`config.mk`:
```
export PLATFORM = sky130hd
export DESIGN_NAME = ppm_port_ctrl
export DESIGN_NICKNAME = d
export VERILOG_FILES = /design/src/shared/ppm_pkg.sv /design/src/rtl/ppm_port_ctrl.sv
export SDC_FILE = /design/constraint.sdc
export NUM_CORES = 1
export LEC_CHECK = 0
export BUFFER_PORTS_ARGS = -buffer_cell sky130_fd_sc_hd__buf_2
export CORE_MARGIN = 2
export CORE_UTILIZATION = 60
export DETAILED_ROUTE_END_ITERATION = 10
export GPL_TIMING_DRIVEN = 1
export HOLD_SLACK_MARGIN = 0.03
export PLACE_DENSITY = 0.82
export SYNTH_ARGS = -nofsm -noshare
export SYNTH_HDL_FRONTEND = slang
export SYNTH_SLANG_ARGS = --single-unit
```
`constraint.sdc`:
```
create_clock -name pclk -period 4.1 [get_ports pclk]
set_input_delay 0.41 -clock pclk [delete_from_list [all_inputs] [get_ports pclk]]
set_output_delay 0.41 -clock pclk [all_outputs]
set_load 0.01 [all_outputs]
```
`src/shared/ppm_pkg.sv`:
```
// package: register map, field layout, pin carriers and sequencer states
package ppm_pkg;

  // ----------------------------------------------------------------------
  // register offsets (byte addresses)
  // ----------------------------------------------------------------------
  localparam logic [7:0] OFS_MODE = 8'h00;
  localparam logic [7:0] OFS_ADDR = 8'h04;
  localparam logic [7:0] OFS_DATA = 8'h08;
  localparam logic [7:0] OFS_STAT = 8'h0C;
  localparam logic [7:0] OFS_MASK = 8'h10;
  localparam logic [7:0] OFS_CTRL = 8'h14;
  localparam logic [7:0] OFS_BUF  = 8'h20;
  localparam logic [7:0] BUF_AMSK = 8'hF3;

  // ----------------------------------------------------------------------
  // field values and positions
  // ----------------------------------------------------------------------
  localparam logic [15:0] MODE_RESET = 16'h0000;
  localparam logic [15:0] MODE_WMASK = 16'h7BFF;
  localparam logic [1:0]  PM_LEGACY  = 2'h0;
  localparam logic [1:0]  PM_ENH     = 2'h1;
  localparam logic [1:0]  PM_MSTR2   = 2'h2;
  localparam logic [1:0]  PM_MSTR1   = 2'h3;
  localparam logic [1:0]  IRQ_NONE   = 2'h0;
  localparam logic [1:0]  IRQ_CYCLE  = 2'h1;
  localparam logic [1:0]  IRQ_BUF3   = 2'h2;
  localparam logic [1:0]  STEP_NONE  = 2'h0;
  localparam logic [1:0]  STEP_INC   = 2'h1;
  localparam logic [1:0]  STEP_DEC   = 2'h2;
  localparam logic [1:0]  STEP_BUF   = 2'h3;
  localparam logic [1:0]  BUF_LAST   = 2'h3;
  localparam int          BUF_COUNT  = 4;
  localparam int          CTRL_READ  = 0;
  localparam int          CTRL_CS14  = 1;
  localparam int          A14_BIT    = 14;
  localparam int          ASTEP_HI   = 10;
  localparam int          ASTEP_LO   = 2;

  // ----------------------------------------------------------------------
  // types
  // ----------------------------------------------------------------------
  typedef struct packed {
    logic       busy;
    logic [1:0] interrupt_request_select;
    logic [1:0] address_step_select;
    logic       reserved;
    logic [1:0] port_mode;
    logic [1:0] setup_wait_select;
    logic [3:0] strobe_wait_select;
    logic [1:0] hold_wait_select;
  } ppm_mode_type;

  typedef struct packed {
    logic       chip_select_one;
    logic       read_strobe;
    logic       write_strobe;
    logic       enable_strobe;
    logic [15:0] port_address_lines;
    logic [7:0] port_data_out;
    logic       port_data_oe;
  } ppm_pin_out_type;

  typedef struct packed {
    logic       chip_select_one;
    logic       read_strobe;
    logic       write_strobe;
    logic [1:0] port_address_lines;
    logic [7:0] port_data_in;
  } ppm_pin_in_type;

  typedef enum logic [1:0] {S_IDLE, S_SETUP, S_STROBE, S_HOLD} ppm_state_type;

endpackage : ppm_pkg

```
`src/rtl/ppm_port_ctrl.sv`:
```
// parallel port mode control: apb registers, master sequencer, slave port
//
// Notes on behaviour
// - busy bit reads one during master transfers
// - irq select 00 none, 01 each cycle
// - irq select 10 on buffer three access
// - step 01 increments address bits 10:2, 14
// - step 10 decrements; step 00 holds address
// - step 11 auto-increments legacy slave buffer pointers
// - address bit 14 kept when used as select
// - mode 11 master with direction, enable strobes
// - mode 10 master with separate read, write
// - mode 01 slave addressed by two lines
// - mode 00 legacy slave, no address lines
// - setup phase lasts setup select plus one
// - strobe lasts strobe select plus one periods
// - strobe select zero forces short setup, hold
//
// Local design decisions: register access over APB and the placing of the registers.
`timescale 1ns/1ps
module ppm_port_ctrl
  import ppm_pkg::*;
(
  // clock and reset
  input  wire logic            pclk,
  input  wire logic            presetn,
  // apb slave
  input  wire logic            psel,
  input  wire logic            penable,
  input  wire logic            pwrite,
  input  wire logic [7:0]      paddr,
  input  wire logic [31:0]     pwdata,
  output logic      [31:0]     prdata,
  output logic                 pready,
  output logic                 pslverr,
  // interrupt
  output logic                 irq,
  // port pins
  input  wire ppm_pin_in_type  pins_in,
  output ppm_pin_out_type      pins_out
);

  // ----------------------------------------------------------------------
  // declarations
  // ----------------------------------------------------------------------
  ppm_pin_in_type  sync1_reg, sync2_reg, sync3_reg, flt_reg;
  ppm_mode_type    mode_reg, mode_rd;
  ppm_state_type   state_reg;
  ppm_pin_out_type pins_reg;
  logic [15:0]     addr_reg;
  logic [3:0]      cnt_reg, setup_cnt, hold_len;
  logic [4:0]      strb_len_reg;
  logic [7:0]      wdata_reg, rdata_reg;
  logic [7:0]      wbuf_mem [BUF_COUNT];
  logic [7:0]      rbuf_mem [BUF_COUNT];
  logic [1:0]      wptr_reg, rptr_reg, widx, ridx;
  logic [31:0]     rd_mux;
  logic            is_read_reg, cs14_reg, stat_reg, mask_reg;
  logic            host_wr_prev_reg, host_rd_prev_reg;
  logic            acc_wr, acc_setup, hit, busy, go, go_wr, go_rd;
  logic            sel_mode, sel_addr, sel_data, sel_stat, sel_mask;
  logic            sel_ctrl, sel_buf, master_on, slave_on, fast;
  logic            host_wr, host_rd, wr_rise, rd_fall, xfer_end, irq_set;

  // slave buffer index from mode, step select and pointer
  function automatic logic [1:0] slv_index(input logic [1:0] ptr,
                                           input ppm_mode_type m,
                                           input logic [1:0] a);
    logic [1:0] r;
    r = '0;
    if (m.port_mode == PM_ENH) begin
      r = a;
    end else if (m.address_step_select == STEP_BUF) begin
      r = ptr;
    end
    return r;
  endfunction : slv_index

  // master address step over bits 10:2 and 14
  function automatic logic [15:0] ppm_step(input logic [15:0] a,
                                           input logic [1:0] step,
                                           input logic keep14);
    logic [9:0]  seq;
    logic [15:0] r;
    seq = {a[A14_BIT], a[ASTEP_HI:ASTEP_LO]};
    if (step == STEP_INC) begin
      seq = seq + 10'h001;
    end else if (step == STEP_DEC) begin
      seq = seq - 10'h001;
    end
    r = a;
    r[ASTEP_HI:ASTEP_LO] = seq[8:0];
    if (!keep14) begin
      r[A14_BIT] = seq[9];
    end
    return r;
  endfunction : ppm_step

  // ----------------------------------------------------------------------
  // pin input synchronisers
  // ----------------------------------------------------------------------
  // three stage chain on every pin input
  always_ff @(posedge pclk or negedge presetn) begin
    if (!presetn) begin
      sync1_reg <= '0;
      sync2_reg <= '0;
      sync3_reg <= '0;
    end else begin
      sync1_reg <= pins_in;
      sync2_reg <= sync1_reg;
      sync3_reg <= sync2_reg;
    end
  end

  // a bit changes once stages two and three agree
  always_ff @(posedge pclk or negedge presetn) begin
    if (!presetn) begin
      flt_reg <= '0;
    end else begin
      flt_reg <= ppm_pin_in_type'((sync3_reg & ~(sync2_reg ^ sync3_reg))
                                | (flt_reg & (sync2_reg ^ sync3_reg)));
    end
  end

  // ----------------------------------------------------------------------
  // apb decode
  // ----------------------------------------------------------------------
  assign sel_mode  = (paddr == OFS_MODE);
  assign sel_addr  = (paddr == OFS_ADDR);
  assign sel_data  = (paddr == OFS_DATA);
  assign sel_stat  = (paddr == OFS_STAT);
  assign sel_mask  = (paddr == OFS_MASK);
  assign sel_ctrl  = (paddr == OFS_CTRL);
  assign sel_buf   = ((paddr & BUF_AMSK) == OFS_BUF);
  assign hit       = |{sel_mode, sel_addr, sel_data, sel_stat, sel_mask,
                       sel_ctrl, sel_buf};
  assign acc_setup = psel & ~penable;
  assign acc_wr    = psel & penable & pwrite & hit;
  assign pready    = 1'b1;
  assign pslverr   = psel & penable & ~hit;

  // readback view of the mode register with live busy
  always_comb begin
    mode_rd      = mode_reg;
    mode_rd.busy = busy;
  end

  // read multiplexer, unmapped reads zero
  always_comb begin
    rd_mux = '0;
    if (sel_mode) rd_mux[15:0] = mode_rd;
    if (sel_addr) rd_mux[15:0] = addr_reg;
    if (sel_data) rd_mux[7:0] = rdata_reg;
    if (sel_stat) rd_mux[0] = stat_reg;
    if (sel_mask) rd_mux[0] = mask_reg;
    if (sel_ctrl) rd_mux[CTRL_CS14] = cs14_reg;
    if (sel_buf) rd_mux[7:0] = wbuf_mem[paddr[3:2]];
  end

  // read data captured in the setup cycle
  always_ff @(posedge pclk or negedge presetn) begin
    if (!presetn) begin
      prdata <= '0;
    end else if (acc_setup) begin
      prdata <= rd_mux;
    end
  end

  // ----------------------------------------------------------------------
  // configuration registers
  // ----------------------------------------------------------------------
  // mode register, busy and reserved bits are not stored
  always_ff @(posedge pclk or negedge presetn) begin
    if (!presetn) begin
      mode_reg <= ppm_mode_type'(MODE_RESET);
    end else if (acc_wr && sel_mode) begin
      mode_reg <= ppm_mode_type'(pwdata[15:0] & MODE_WMASK);
    end
  end

  // control and mask registers
  always_ff @(posedge pclk or negedge presetn) begin
    if (!presetn) begin
      cs14_reg <= 1'b0;
      mask_reg <= 1'b0;
    end else begin
      if (acc_wr && sel_ctrl) cs14_reg <= pwdata[CTRL_CS14];
      if (acc_wr && sel_mask) mask_reg <= pwdata[0];
    end
  end

  // sticky event status, set wins over write-one clear
  always_ff @(posedge pclk or negedge presetn) begin
    if (!presetn) begin
      stat_reg <= 1'b0;
    end else begin
      stat_reg <= (stat_reg & ~(acc_wr & sel_stat & pwdata[0])) | irq_set;
    end
  end

  assign irq = stat_reg & mask_reg;

  // ----------------------------------------------------------------------
  // master sequencer
  // ----------------------------------------------------------------------
  assign master_on = mode_reg.port_mode[1];
  assign busy      = (state_reg != S_IDLE);
  assign go_wr     = acc_wr & sel_data & master_on;
  assign go_rd     = acc_wr & sel_ctrl & pwdata[CTRL_READ] & master_on;
  assign go        = (go_wr | go_rd) & ~busy;
  assign fast      = (mode_reg.strobe_wait_select == 4'h0);
  assign setup_cnt = fast ? 4'h0 : {2'h0, mode_reg.setup_wait_select};
  assign hold_len  = fast ? {3'h0, ~is_read_reg}
                          : {2'h0, mode_reg.hold_wait_select};
  assign xfer_end  = ((state_reg == S_STROBE) && (cnt_reg == 4'h0)
                      && (hold_len == 4'h0))
                   || ((state_reg == S_HOLD) && (cnt_reg == 4'h0));

  // setup, strobe and hold phases counted down
  always_ff @(posedge pclk or negedge presetn) begin
    if (!presetn) begin
      state_reg   <= S_IDLE;
      cnt_reg     <= '0;
      is_read_reg <= 1'b0;
    end else begin
      case (state_reg)
        S_IDLE: begin
          if (go) begin
            state_reg   <= S_SETUP;
            cnt_reg     <= setup_cnt;
            is_read_reg <= go_rd;
          end
        end
        S_SETUP: begin
          if (cnt_reg == 4'h0) begin
            state_reg <= S_STROBE;
            cnt_reg   <= mode_reg.strobe_wait_select;
          end else begin
            cnt_reg <= cnt_reg - 4'h1;
          end
        end
        S_STROBE: begin
          if (cnt_reg != 4'h0) begin
            cnt_reg <= cnt_reg - 4'h1;
          end else if (hold_len == 4'h0) begin
            state_reg <= S_IDLE;
          end else begin
            state_reg <= S_HOLD;
            cnt_reg   <= hold_len - 4'h1;
          end
        end
        S_HOLD: begin
          if (cnt_reg == 4'h0) begin
            state_reg <= S_IDLE;
          end else begin
            cnt_reg <= cnt_reg - 4'h1;
          end
        end
        default: state_reg <= S_IDLE;
      endcase
    end
  end

  // master data and address registers
  always_ff @(posedge pclk or negedge presetn) begin
    if (!presetn) begin
      wdata_reg <= '0;
      rdata_reg <= '0;
      addr_reg  <= '0;
    end else begin
      if (go_wr && !busy) wdata_reg <= pwdata[7:0];
      if (xfer_end && is_read_reg) rdata_reg <= flt_reg.port_data_in;
      if (acc_wr && sel_addr && !busy) begin
        addr_reg <= pwdata[15:0];
      end else if (xfer_end) begin
        addr_reg <= ppm_step(addr_reg, mode_reg.address_step_select,
                             cs14_reg);
      end
    end
  end

  // ----------------------------------------------------------------------
  // slave port
  // ----------------------------------------------------------------------
  assign slave_on = ~mode_reg.port_mode[1];
  assign host_wr  = slave_on & flt_reg.chip_select_one & flt_reg.write_strobe;
  assign host_rd  = slave_on & flt_reg.chip_select_one & flt_reg.read_strobe;
  assign wr_rise  = host_wr & ~host_wr_prev_reg;
  assign rd_fall  = ~host_rd & host_rd_prev_reg;
  assign widx     = slv_index(wptr_reg, mode_reg,
                              flt_reg.port_address_lines);
  assign ridx     = slv_index(rptr_reg, mode_reg,
                              flt_reg.port_address_lines);

  // host strobe history and buffer pointers
  always_ff @(posedge pclk or negedge presetn) begin
    if (!presetn) begin
      host_wr_prev_reg <= 1'b0;
      host_rd_prev_reg <= 1'b0;
      wptr_reg         <= '0;
      rptr_reg         <= '0;
    end else begin
      host_wr_prev_reg <= host_wr;
      host_rd_prev_reg <= host_rd;
      if (mode_reg.port_mode == PM_LEGACY
          && mode_reg.address_step_select == STEP_BUF) begin
        if (wr_rise) wptr_reg <= wptr_reg + 2'h1;
        if (rd_fall) rptr_reg <= rptr_reg + 2'h1;
      end
    end
  end

  // host writes fill one buffer set, software the other
  always_ff @(posedge pclk or negedge presetn) begin
    if (!presetn) begin
      for (int i = 0; i < BUF_COUNT; i++) begin
        wbuf_mem[i] <= '0;
        rbuf_mem[i] <= '0;
      end
    end else begin
      if (wr_rise) wbuf_mem[widx] <= flt_reg.port_data_in;
      if (acc_wr && sel_buf) rbuf_mem[paddr[3:2]] <= pwdata[7:0];
    end
  end

  // interrupt events from both master and slave cycles
  assign irq_set =
      ((mode_reg.interrupt_request_select == IRQ_CYCLE)
       && (xfer_end || wr_rise || rd_fall))
    || ((mode_reg.interrupt_request_select == IRQ_BUF3) && slave_on
       && ((wr_rise && widx == BUF_LAST)
           || (rd_fall && ridx == BUF_LAST)));

  // ----------------------------------------------------------------------
  // pin drivers
  // ----------------------------------------------------------------------
  // registered pins, one cycle behind the sequencer state
  always_ff @(posedge pclk or negedge presetn) begin
    if (!presetn) begin
      pins_reg <= '0;
    end else begin
      pins_reg <= '0;
      if (master_on) begin
        pins_reg.chip_select_one    <= busy;
        pins_reg.port_address_lines <= addr_reg;
        pins_reg.port_data_out      <= wdata_reg;
        pins_reg.port_data_oe       <= busy & ~is_read_reg;
        if (mode_reg.port_mode == PM_MSTR1) begin
          pins_reg.read_strobe   <= busy & is_read_reg;
          pins_reg.enable_strobe <= (state_reg == S_STROBE);
        end else begin
          pins_reg.read_strobe  <= (state_reg == S_STROBE)
                                   & is_read_reg;
          pins_reg.write_strobe <= (state_reg == S_STROBE)
                                   & ~is_read_reg;
        end
      end else begin
        pins_reg.port_data_out <= rbuf_mem[ridx];
        pins_reg.port_data_oe  <= host_rd;
      end
    end
  end

  assign pins_out = pins_reg;

  // ----------------------------------------------------------------------
  // checks
  // ----------------------------------------------------------------------
  // strobe length seen so far, for the timing check
  always_ff @(posedge pclk or negedge presetn) begin
    if (!presetn) begin
      strb_len_reg <= '0;
    end else if (state_reg == S_STROBE) begin
      strb_len_reg <= strb_len_reg + 5'h01;
    end else begin
      strb_len_reg <= '0;
    end
  end
endmodule : ppm_port_ctrl

```
; ---- Yosys cells after proc, flatten, opt, wreduce, memory -nomap -nowiden
; Cells that the tools add are included.
[word_totals]
register_bits = 223
output_inout_bits = 64
elab_cells = 225
inputBits = 58
[op_classes]
n_lt_le_gt_ge = 5
eq_ne = 25
n_addsub = 6
mux = 47
reduce_logical = 43
n_bitwise = 42
[ops]
columns = op, n
row1 = 32-bit bitwise mux, 2
row2 = 8-bit 2-to-1 mux, 8
row3 = 16-bit 2-to-1 mux, 3
row4 = 8-bit binary-select mux with 2-bit select, 2
row5 = 8-bit demux with 2-bit select, 2
row6 = 13-bit AND, 2
row7 = 1-bit AND, 24
row8 = 2-bit 2-to-1 mux, 11
row9 = 10-bit 2-to-1 mux, 2
row10 = 20-bit 2-to-1 mux, 1
row11 = 4-bit 2-to-1 mux, 5
row12 = 1-bit logical AND, 19
row13 = "2-bit equality test, second input constant", 8
row14 = "8-bit by 4-bit equality test with 1-bit output, second input constant", 2
row15 = "8-bit by 5-bit equality test with 1-bit output, second input constant", 2
row16 = 4-bit case mux with 4 select lines, 1
row17 = 15-bit 2-to-1 mux, 1
row18 = 13-bit inverter, 1
row19 = 13-bit OR, 1
row20 = 13-bit XOR, 1
row21 = 4-bit logical NOT, 3
row22 = "10-bit by 1-bit adder with 10-bit output, second input constant", 1
row23 = "10-bit by 1-bit subtractor with 10-bit output, second input constant", 1
row24 = "3-bit >= comparator, second input constant", 3
row25 = 27 further kinds, 62

; ---- Longest topological paths before layout
; Gate-level depths: netlist of run 1.
[depth]
depth_word = 10
mapped_depth = 10
ltp_nobuf = 10

; ---- Least setup slack after synthesis of run 1
; Ideal clock, no wire load.
[synth_timing]
path_type = register -> register
startpoint = reg mode_reg (netlist bit mode_rd[2])
endpoint = reg addr_reg[14]
setup_ns = 0.095
arrival_time_ns = 2.358
period_less_slack_ns = 2.453
slack_ns = 1.647
path_buffers = 0
stages_incl_launch_ff = 9
required_ns = 4.005
path_cell_list = dfrtp_1 > or4_1 > a21oi_1 > ha_1 > o211ai_1 > or3_1 > nor3_1 > nor3_1 > o31ai_1
[synth_via]
elab_chain_cells = 7
[synth_rtl]
columns = element, line_no
row1 = start: declaration, ppm_port_ctrl.sv:47  ; ppm_mode_type mode_reg, mode_rd;
row2 = start signal: assignment, ppm_port_ctrl.sv:175  ; mode_reg <= ppm_mode_type'(MODE_RESET);
row3 = start signal: assignment, ppm_port_ctrl.sv:177  ; mode_reg <= ppm_mode_type'(pwdata[15:0] & MODE_WMASK);
row4 = 4-bit logical NOT, ppm_port_ctrl.sv:211  ; assign fast = (mode_reg.strobe_wait_select == 4'h0);
row5 = 2-bit 2-to-1 mux, ppm_port_ctrl.sv:213  ; assign hold_len = fast ? {3'h0, ~is_read_reg}
row6 = 4-bit logical NOT, ppm_port_ctrl.sv:216  ; && (hold_len == 4'h0))
row7 = 1-bit logical AND, ppm_port_ctrl.sv:216
row8 = 1-bit logical OR, ppm_port_ctrl.sv:217  ; || ((state_reg == S_HOLD) && (cnt_reg == 4'h0));
row9 = 2-bit nonzero test (no source line), --
row10 = 3-bit AND reduction (no source line), --
row11 = end signal: assignment, ppm_port_ctrl.sv:274  ; addr_reg <= pwdata[15:0];
row12 = end signal: assignment, ppm_port_ctrl.sv:276  ; addr_reg <= ppm_step(addr_reg, mode_reg.address_step_select,
row13 = end: declaration, ppm_port_ctrl.sv:50  ; logic [15:0] addr_reg;
; Every way passes these cells.
; A chain may end at the register's enable or synchronous reset.

; ---- Final worst setup path of run 1
[layout_timing]
startpoint = reg mode_reg (netlist bit mode_rd[2])
endpoint = reg addr_reg[8]
[layout_via]
elab_chain_cells = 7
[layout_rtl]
columns = element, line_no
row1 = 4-bit logical NOT, ppm_port_ctrl.sv:211
row2 = 2-bit 2-to-1 mux, ppm_port_ctrl.sv:213
row3 = 4-bit logical NOT, ppm_port_ctrl.sv:216
row4 = 1-bit logical AND, ppm_port_ctrl.sv:216
row5 = 1-bit logical OR, ppm_port_ctrl.sv:217
row6 = 2-bit nonzero test (no source line), --
row7 = 2-bit AND reduction (no source line), --
; Every way passes these cells.

==> impl_metrics.toml, run 1 <==
[route]
wl_per_cell_um = 18.1
vias = 6230
dr.first_iter.drc_count = 537
first_pass_iters = 5
drc_errors = 0
ant_nets = 0
routed_wl_mm = 19.6
vias_per_cell = 5.78

[clocking]
worst_skew_pair.late_latency_ns = 0.50
cts_max_level = 1
hold_buffers = 13
clk_path_buf_depth = 3
cts-resized-gates = 0
post_cts_buffers = 0
path_clk_slew_ns = 0.06
cts_buffers = 22
cts.sinks = 223
clock-root-buffer = "clkbuf_16"
cts_tree = "yes"

[logic_synthesis]
syn_inst = 745
synthMuxAreaShare = 0.173
syn_area_sq_mm = 0.00952
yosysSeqAreaShare = 0.586
synth_most_common_cell = "dfrtp_1"
ys.warnings.count = 0
synth_cell_types = 57
synth_top_family_by_area = "multiplexers"
ys_seq_elements = 223
netlist.area_leader.share = 0.586
synthTopCellsByArea = "dfrtp_1 (59%), mux2_2 (13%), o21ai_0 (3.1%), nand2_1 (2.5%), mux2i_1 (2.3%)"
synth_flop_cell = "dfrtp_1"
synthAdderAreaFrac = 0.0302
synth_common_cells = "dfrtp_1 (223), mux2_2 (111), nand2_1 (64)"
synth_enable_flop_cells = 0
synth_xor_area_frac = 0.0110
async_reset_ff_frac = 1.00
avgSynthCellArea_sq_um = 12.8
synth_top_area_cell = "dfrtp_1"
synth-simple-area-share = 0.0891
synth-compound-area-share = 0.0783

[place]
dp_cells = 1028
place_congestion = 0.976
dp_hpwl_mm = 13.3
io_buffers = 88

[timing]
whs_ns = 0.0296
finalSetupViolations = 0
finalCriticalPeriod_ns = 2.84
skew_ns = 0.0104
tightest_slew_ns = 1.24
timing.setup.tns_ns = 0
final_hold_viol_count = 0
rsz0062_at_grt = "false"
fmax_ghz = 0.352
finalMaxSlewViolations = 0
layout_worst_path_cycle_share = 0.693
slew_headroom = 0.168

[hold_path]
min_path_type = "in -> async"

[power]
total_power_uw = 4630
ir_worst_vdd_mv = 0.313
pwr_density_cell_mw_per_mm2 = 422
p_leak_uw = 0.00543

[die]
pin_count = 122
core_sq_mm = 0.0157
dieHeight_um = 130
fp-row-count = 46
die_width_um = 130
dieArea_sq_mm = 0.0169
start_util = 0.606

[cells_and_area]
drive_above_1_share = 0.298
diodes = 0
fin_util = 0.699
finish.net_count = 919
layoutNonFillerInstCount = 1078
area_growth_pct = 15.3

[grt]
antenna_found_initial = 0
grt_max_degree = 142
grt.overflow.total = 0
grt_pass1_wl_mm = 31.8
grt_pass1_vias = 6312
groute.usage.overall = 0.240

[setup_path]
start_kind = "flip-flop"
crit_type = "reg -> reg"
end_kind = "flip-flop"
crit_arrival_ns = 3.26
worstPathMaxFanout = 8
crit_required_ns = 4.52

[job]
drv_cap = 0

[outcome]
status = "complete, no violations"
==> power breakdown <==
part | internal, uW | switching [uW]
combinational | 117 | 144
sequential | 2280 | 52.6
clock | 1240 | 791
total | 3640 | 987
==> cell type report <==
cell class | count | area, sq um
sequential | 223 | 5580
fill | 1071 | 4730
multi-input combinational | 481 | 3700
timing repair buffer | 108 | 646
clock buffer | 30 | 622
tap | 216 | 270
clock inverter | 7 | 110
inverter | 13 | 48.8
==> worst paths after layout <==
check	startpoint	to	slack, ns	cells after the start
min in group pclk	pwdata[12]	mode_rd[12]	0.15	2
worst max register to register	mode_rd[2]	addr_reg[8]	1.26	9
max in group asynchronous	presetn	sync3_reg[1]	3.06	2
worst min-delay path	presetn	pins_out[17]	0.03	1
worst max-delay path	mode_rd[2]	addr_reg[8]	1.26	9
worst min register to register	sync1_reg[0]	sync2_reg[0]	0.34	0
==> cell usage in the layout (no fill, tap or decap), drive strengths merged, types with 3 or more instances in the layout <==
cell type | synthesis | layout
inv | 13 | 13
a221o | 3 | 3
nand3b | 6 | 6
xnor2 | 10 | 10
nor2b | 6 | 6
nand3 | 10 | 10
mux2 | 111 | 111
mux2i | 22 | 22
a211oi | 3 | 3
nor2 | 28 | 28
nand2b | 5 | 5
o21ai | 59 | 59
bufinv | 0 | 3
and2 | 19 | 19
dfrtp | 223 | 223
clkinv | 0 | 4
maj3 | 13 | 13
ha | 11 | 11
a22oi | 14 | 14
a21o | 3 | 3
or3 | 4 | 4
clkbuf | 15 | 30
o21a | 4 | 4
mux4 | 8 | 8
a21oi | 21 | 21
nand2 | 64 | 64
nor3b | 4 | 4
dlygate4sd3 | 0 | 13
nor3 | 9 | 9
nand4 | 4 | 4
conb | 2 | 17
a31oi | 5 | 5
buf | 28 | 95
==> cell families (layout without fill, tap and decap cells) <==
family	Yosys count	count (layout)
xor gates and xnor gates	12	12
muxes	141	141
AOI/OAI and AO/OA	123	123
DFF	223	223
and+or+nand+nor	163	163
adders and majority gates	25	25
other	2	17
buffers and inverters	56	158
==> worst max-delay path, cell delays in order, from the launching register on <==
cell and delay (ns):
dfrtp_1 0.41, or4_1 0.62, nor2_1 0.12, a21oi_1 0.06, ha_1 0.22, o211ai_1 0.40
a21oi_1 0.16, nor2_1 0.51, a22oi_1 0.15, o21ai_0 0.11
==> stage by stage <==
| stage | area (sq um) | setup slack, ns |
|---|---|---|
| global placement | 10100 | 1.15 |
| CTS | 11000 | 1.33 |
| floorplan | 9580 | 1.65 |
| detailed placement | 10100 | 1.08 |
| global route | 11000 | 1.04 |
| finish | 11000 | 1.26 |
==> metal layers <==
layer | routed length [um] | track usage | vias to the layer above
met4 | 253 | 0.0626 | 0
li1 | - | - | 2820
met2 | 9670 | 0.404 | 228
met5 | 0 | 0 | -
met1 | 8380 | 0.324 | 3155
met3 | 1270 | 0.0463 | 27
No activity file was read; power rests on OpenSTA's default activity.
==> run 2, diff against run 1 <==
Settings changed: CORE_UTILIZATION 60 to 58, PLACE_DENSITY 0.82 to 0.8.
Clock period 4.1 ns to 2.74 ns, I/O delays scaled along.
==> run 2 against run 1 <==
Routed wire length rose by 4.1%. Power rose by 50%. Non-clock buffer count rose by 27. Register-to-register slack got worse by 1.1 ns. Worst hold slack improved by 0.020 ns. Clock skew fell by 0.0011 ns. Sequential power rose by 50%. Sequential share of layout area fell by 1.1 points. First-iteration DRC count fell by 31%. Highest routed layer unchanged.
==> impl_metrics.toml, run 2 (synthesis results as in run 1) <==
[route]
ant_nets = 0
vias_per_cell = 5.62
dr.first_iter.drc_count = 373
vias = 6231
first_pass_iters = 4
drc_errors = 0
wl_per_cell_um = 18.4
routed_wl_mm = 20.4

[setup_path]
crit_required_ns = 3.12
worstPathMaxFanout = 9
path_cells = "or4_4 -> nor2_1 -> a21oi_2 -> ha_2 -> o211ai_1 -> a21o_1 -> nor2_1 -> a221o_1"
crit_type = "reg -> reg"
rrSetupSlack_ns = 0.14
crit_top_cell = "nor2_1"
end_kind = "flip-flop"
start_kind = "flip-flop"
crit_arrival_ns = 2.98
slowest_delay_ns = 0.58
slowest_stage = "or4_4"

[grt]
groute.usage.overall = 0.239
grt_pass1_wl_mm = 33.5
grt_pass1_vias = 6529
grt_max_degree = 82
antenna_found_initial = 0
grt.overflow.total = 0

[cells_and_area]
multiInputGateArea_sq_mm = 0.00372
finish.net_count = 947
layout_commonest_cell = "dfrtp_1"
seq_area_sq_mm = 0.00558
diodes = 0
area_growth_pct = 17.9
nFillCells = 1132
layoutNonFillerInstCount = 1108
final_cell_mix = "dfrtp_1 (223), mux2_2 (111), buf_2 (87)"
drive_above_1_share = 0.317

[clocking]
cts.sinks = 223
clk_path_buf_depth = 3
cts_buffers = 23
cts_tree = "yes"
path_clk_slew_ns = 0.06
cts_max_level = 1
clock-root-buffer = "clkbuf_16"
worst_skew_pair.late_latency_ns = 0.50

[timing]
layout_worst_path_cycle_share = 0.947
finalCriticalPeriod_ns = 2.60
skew_ns = 0.00936
fmax_ghz = 0.385
finalMaxSlewViolations = 0
tightest_slew_ns = 0.610
slew_headroom = 0.593
setup_slack_ns = 0.144
final_hold_viol_count = 0
finalSetupViolations = 0
timing.setup.tns_ns = 0
rsz0062_at_grt = "true"

[place]
dp_hpwl_mm = 13.9
io_buffers = 88
place_congestion = 0.867
place_ws_ns = 0.0238
dp_cells = 1047

[job]
drv_cap = 0

[die]
start_util = 0.597
fp-row-count = 46
pin_count = 122
dieArea_sq_mm = 0.0175
core_sq_mm = 0.0159
dieHeight_um = 132
die_width_um = 132

[outcome]
status = "complete, no violations"

[power]
ir_worst_vdd_mv = 0.461
clkPwrFrac = 0.439
total_power_uw = 6960
internal_power_uw = 5440
pwr_density_cell_mw_per_mm2 = 619
power_frac_comb = 0.059
p_leak_uw = 0.00557
sequentialPowerShare = 0.502
p_sw_uw = 1520
p_sw_frac = 0.218

[hold_path]
min_path_type = "in -> reg"
==> run 2: metal layers <==
metal | global-route usage | routed length (um)
met5 | 0 | 0
met4 | 0.0688 | 390
met3 | 0.0450 | 1050
met2 | 0.398 | 9930
met1 | 0.325 | 8980
==> run 2: what timing repair did <==
item,CTS,global route
hold endpoints to repair,100,0
hold buffers,20,0
buffers inserted,0,1
gates resized for setup,1,3
pin swaps,0,2
endpoints found under the setup margin,1,17
==> run 2: layout make-up <==
| class | count | share of cell area |
|---|---|---|
| multi-input combinational | 481 | 0.331 |
| inverter | 13 | 0.00434 |
| tap | 216 | 0.0241 |
| timing repair buffer | 135 | 0.0782 |
| clock buffer | 33 | 0.0581 |
| clock inverter | 7 | 0.00757 |
| sequential | 223 | 0.497 |
==> run 2: worst max-delay path, delay by kind of cell, from the launching register on <==
kind                     cells  cell delay [ns]
adder cells (fa/ha/maj)      1             0.19
AO/OA/AOI/OAI                4             1.03
AND/OR/NAND/NOR              3             0.86
flip-flops                   1             0.41
==> run 2: worst paths after layout <==
kind | from | endpoint | cells after the start
max | mode_rd[3] | addr_reg[6] | 8
min | pwdata[8] | mode_rd[8] | 2
max reg2reg | mode_rd[3] | addr_reg[6] | 8
min reg2reg | sync1_reg[10] | sync2_reg[10] | 0
max in group asynchronous | presetn | wbuf_mem[23] | 3
min in group asynchronous | presetn | prdata[8] | 2
==> run 2: stage by stage <==
stage / area [sq um] / hold slack, ns / util
floorplan: 9580 / -0.0216 / -
finish: 11200 / 0.0498 / 0.705
global route: 11200 / 0.0489 / 0.705
CTS: 11200 / 0.0379 / 0.703
global placement: 10300 / 0.294 / 0.644
detailed placement: 10300 / 0.304 / 0.644
==> run 2: power by group through the flow <==
stage / clock network, uW / logic, uW / registers, uW
after global placement: 0 / 372 / 3540
after detailed placement: 0 / 388 / 3550
after floorplan: 0 / 233 / 3530
after CTS: 3120 / 411 / 3490
after global routing: 3250 / 452 / 3510
final: 3050 / 410 / 3490
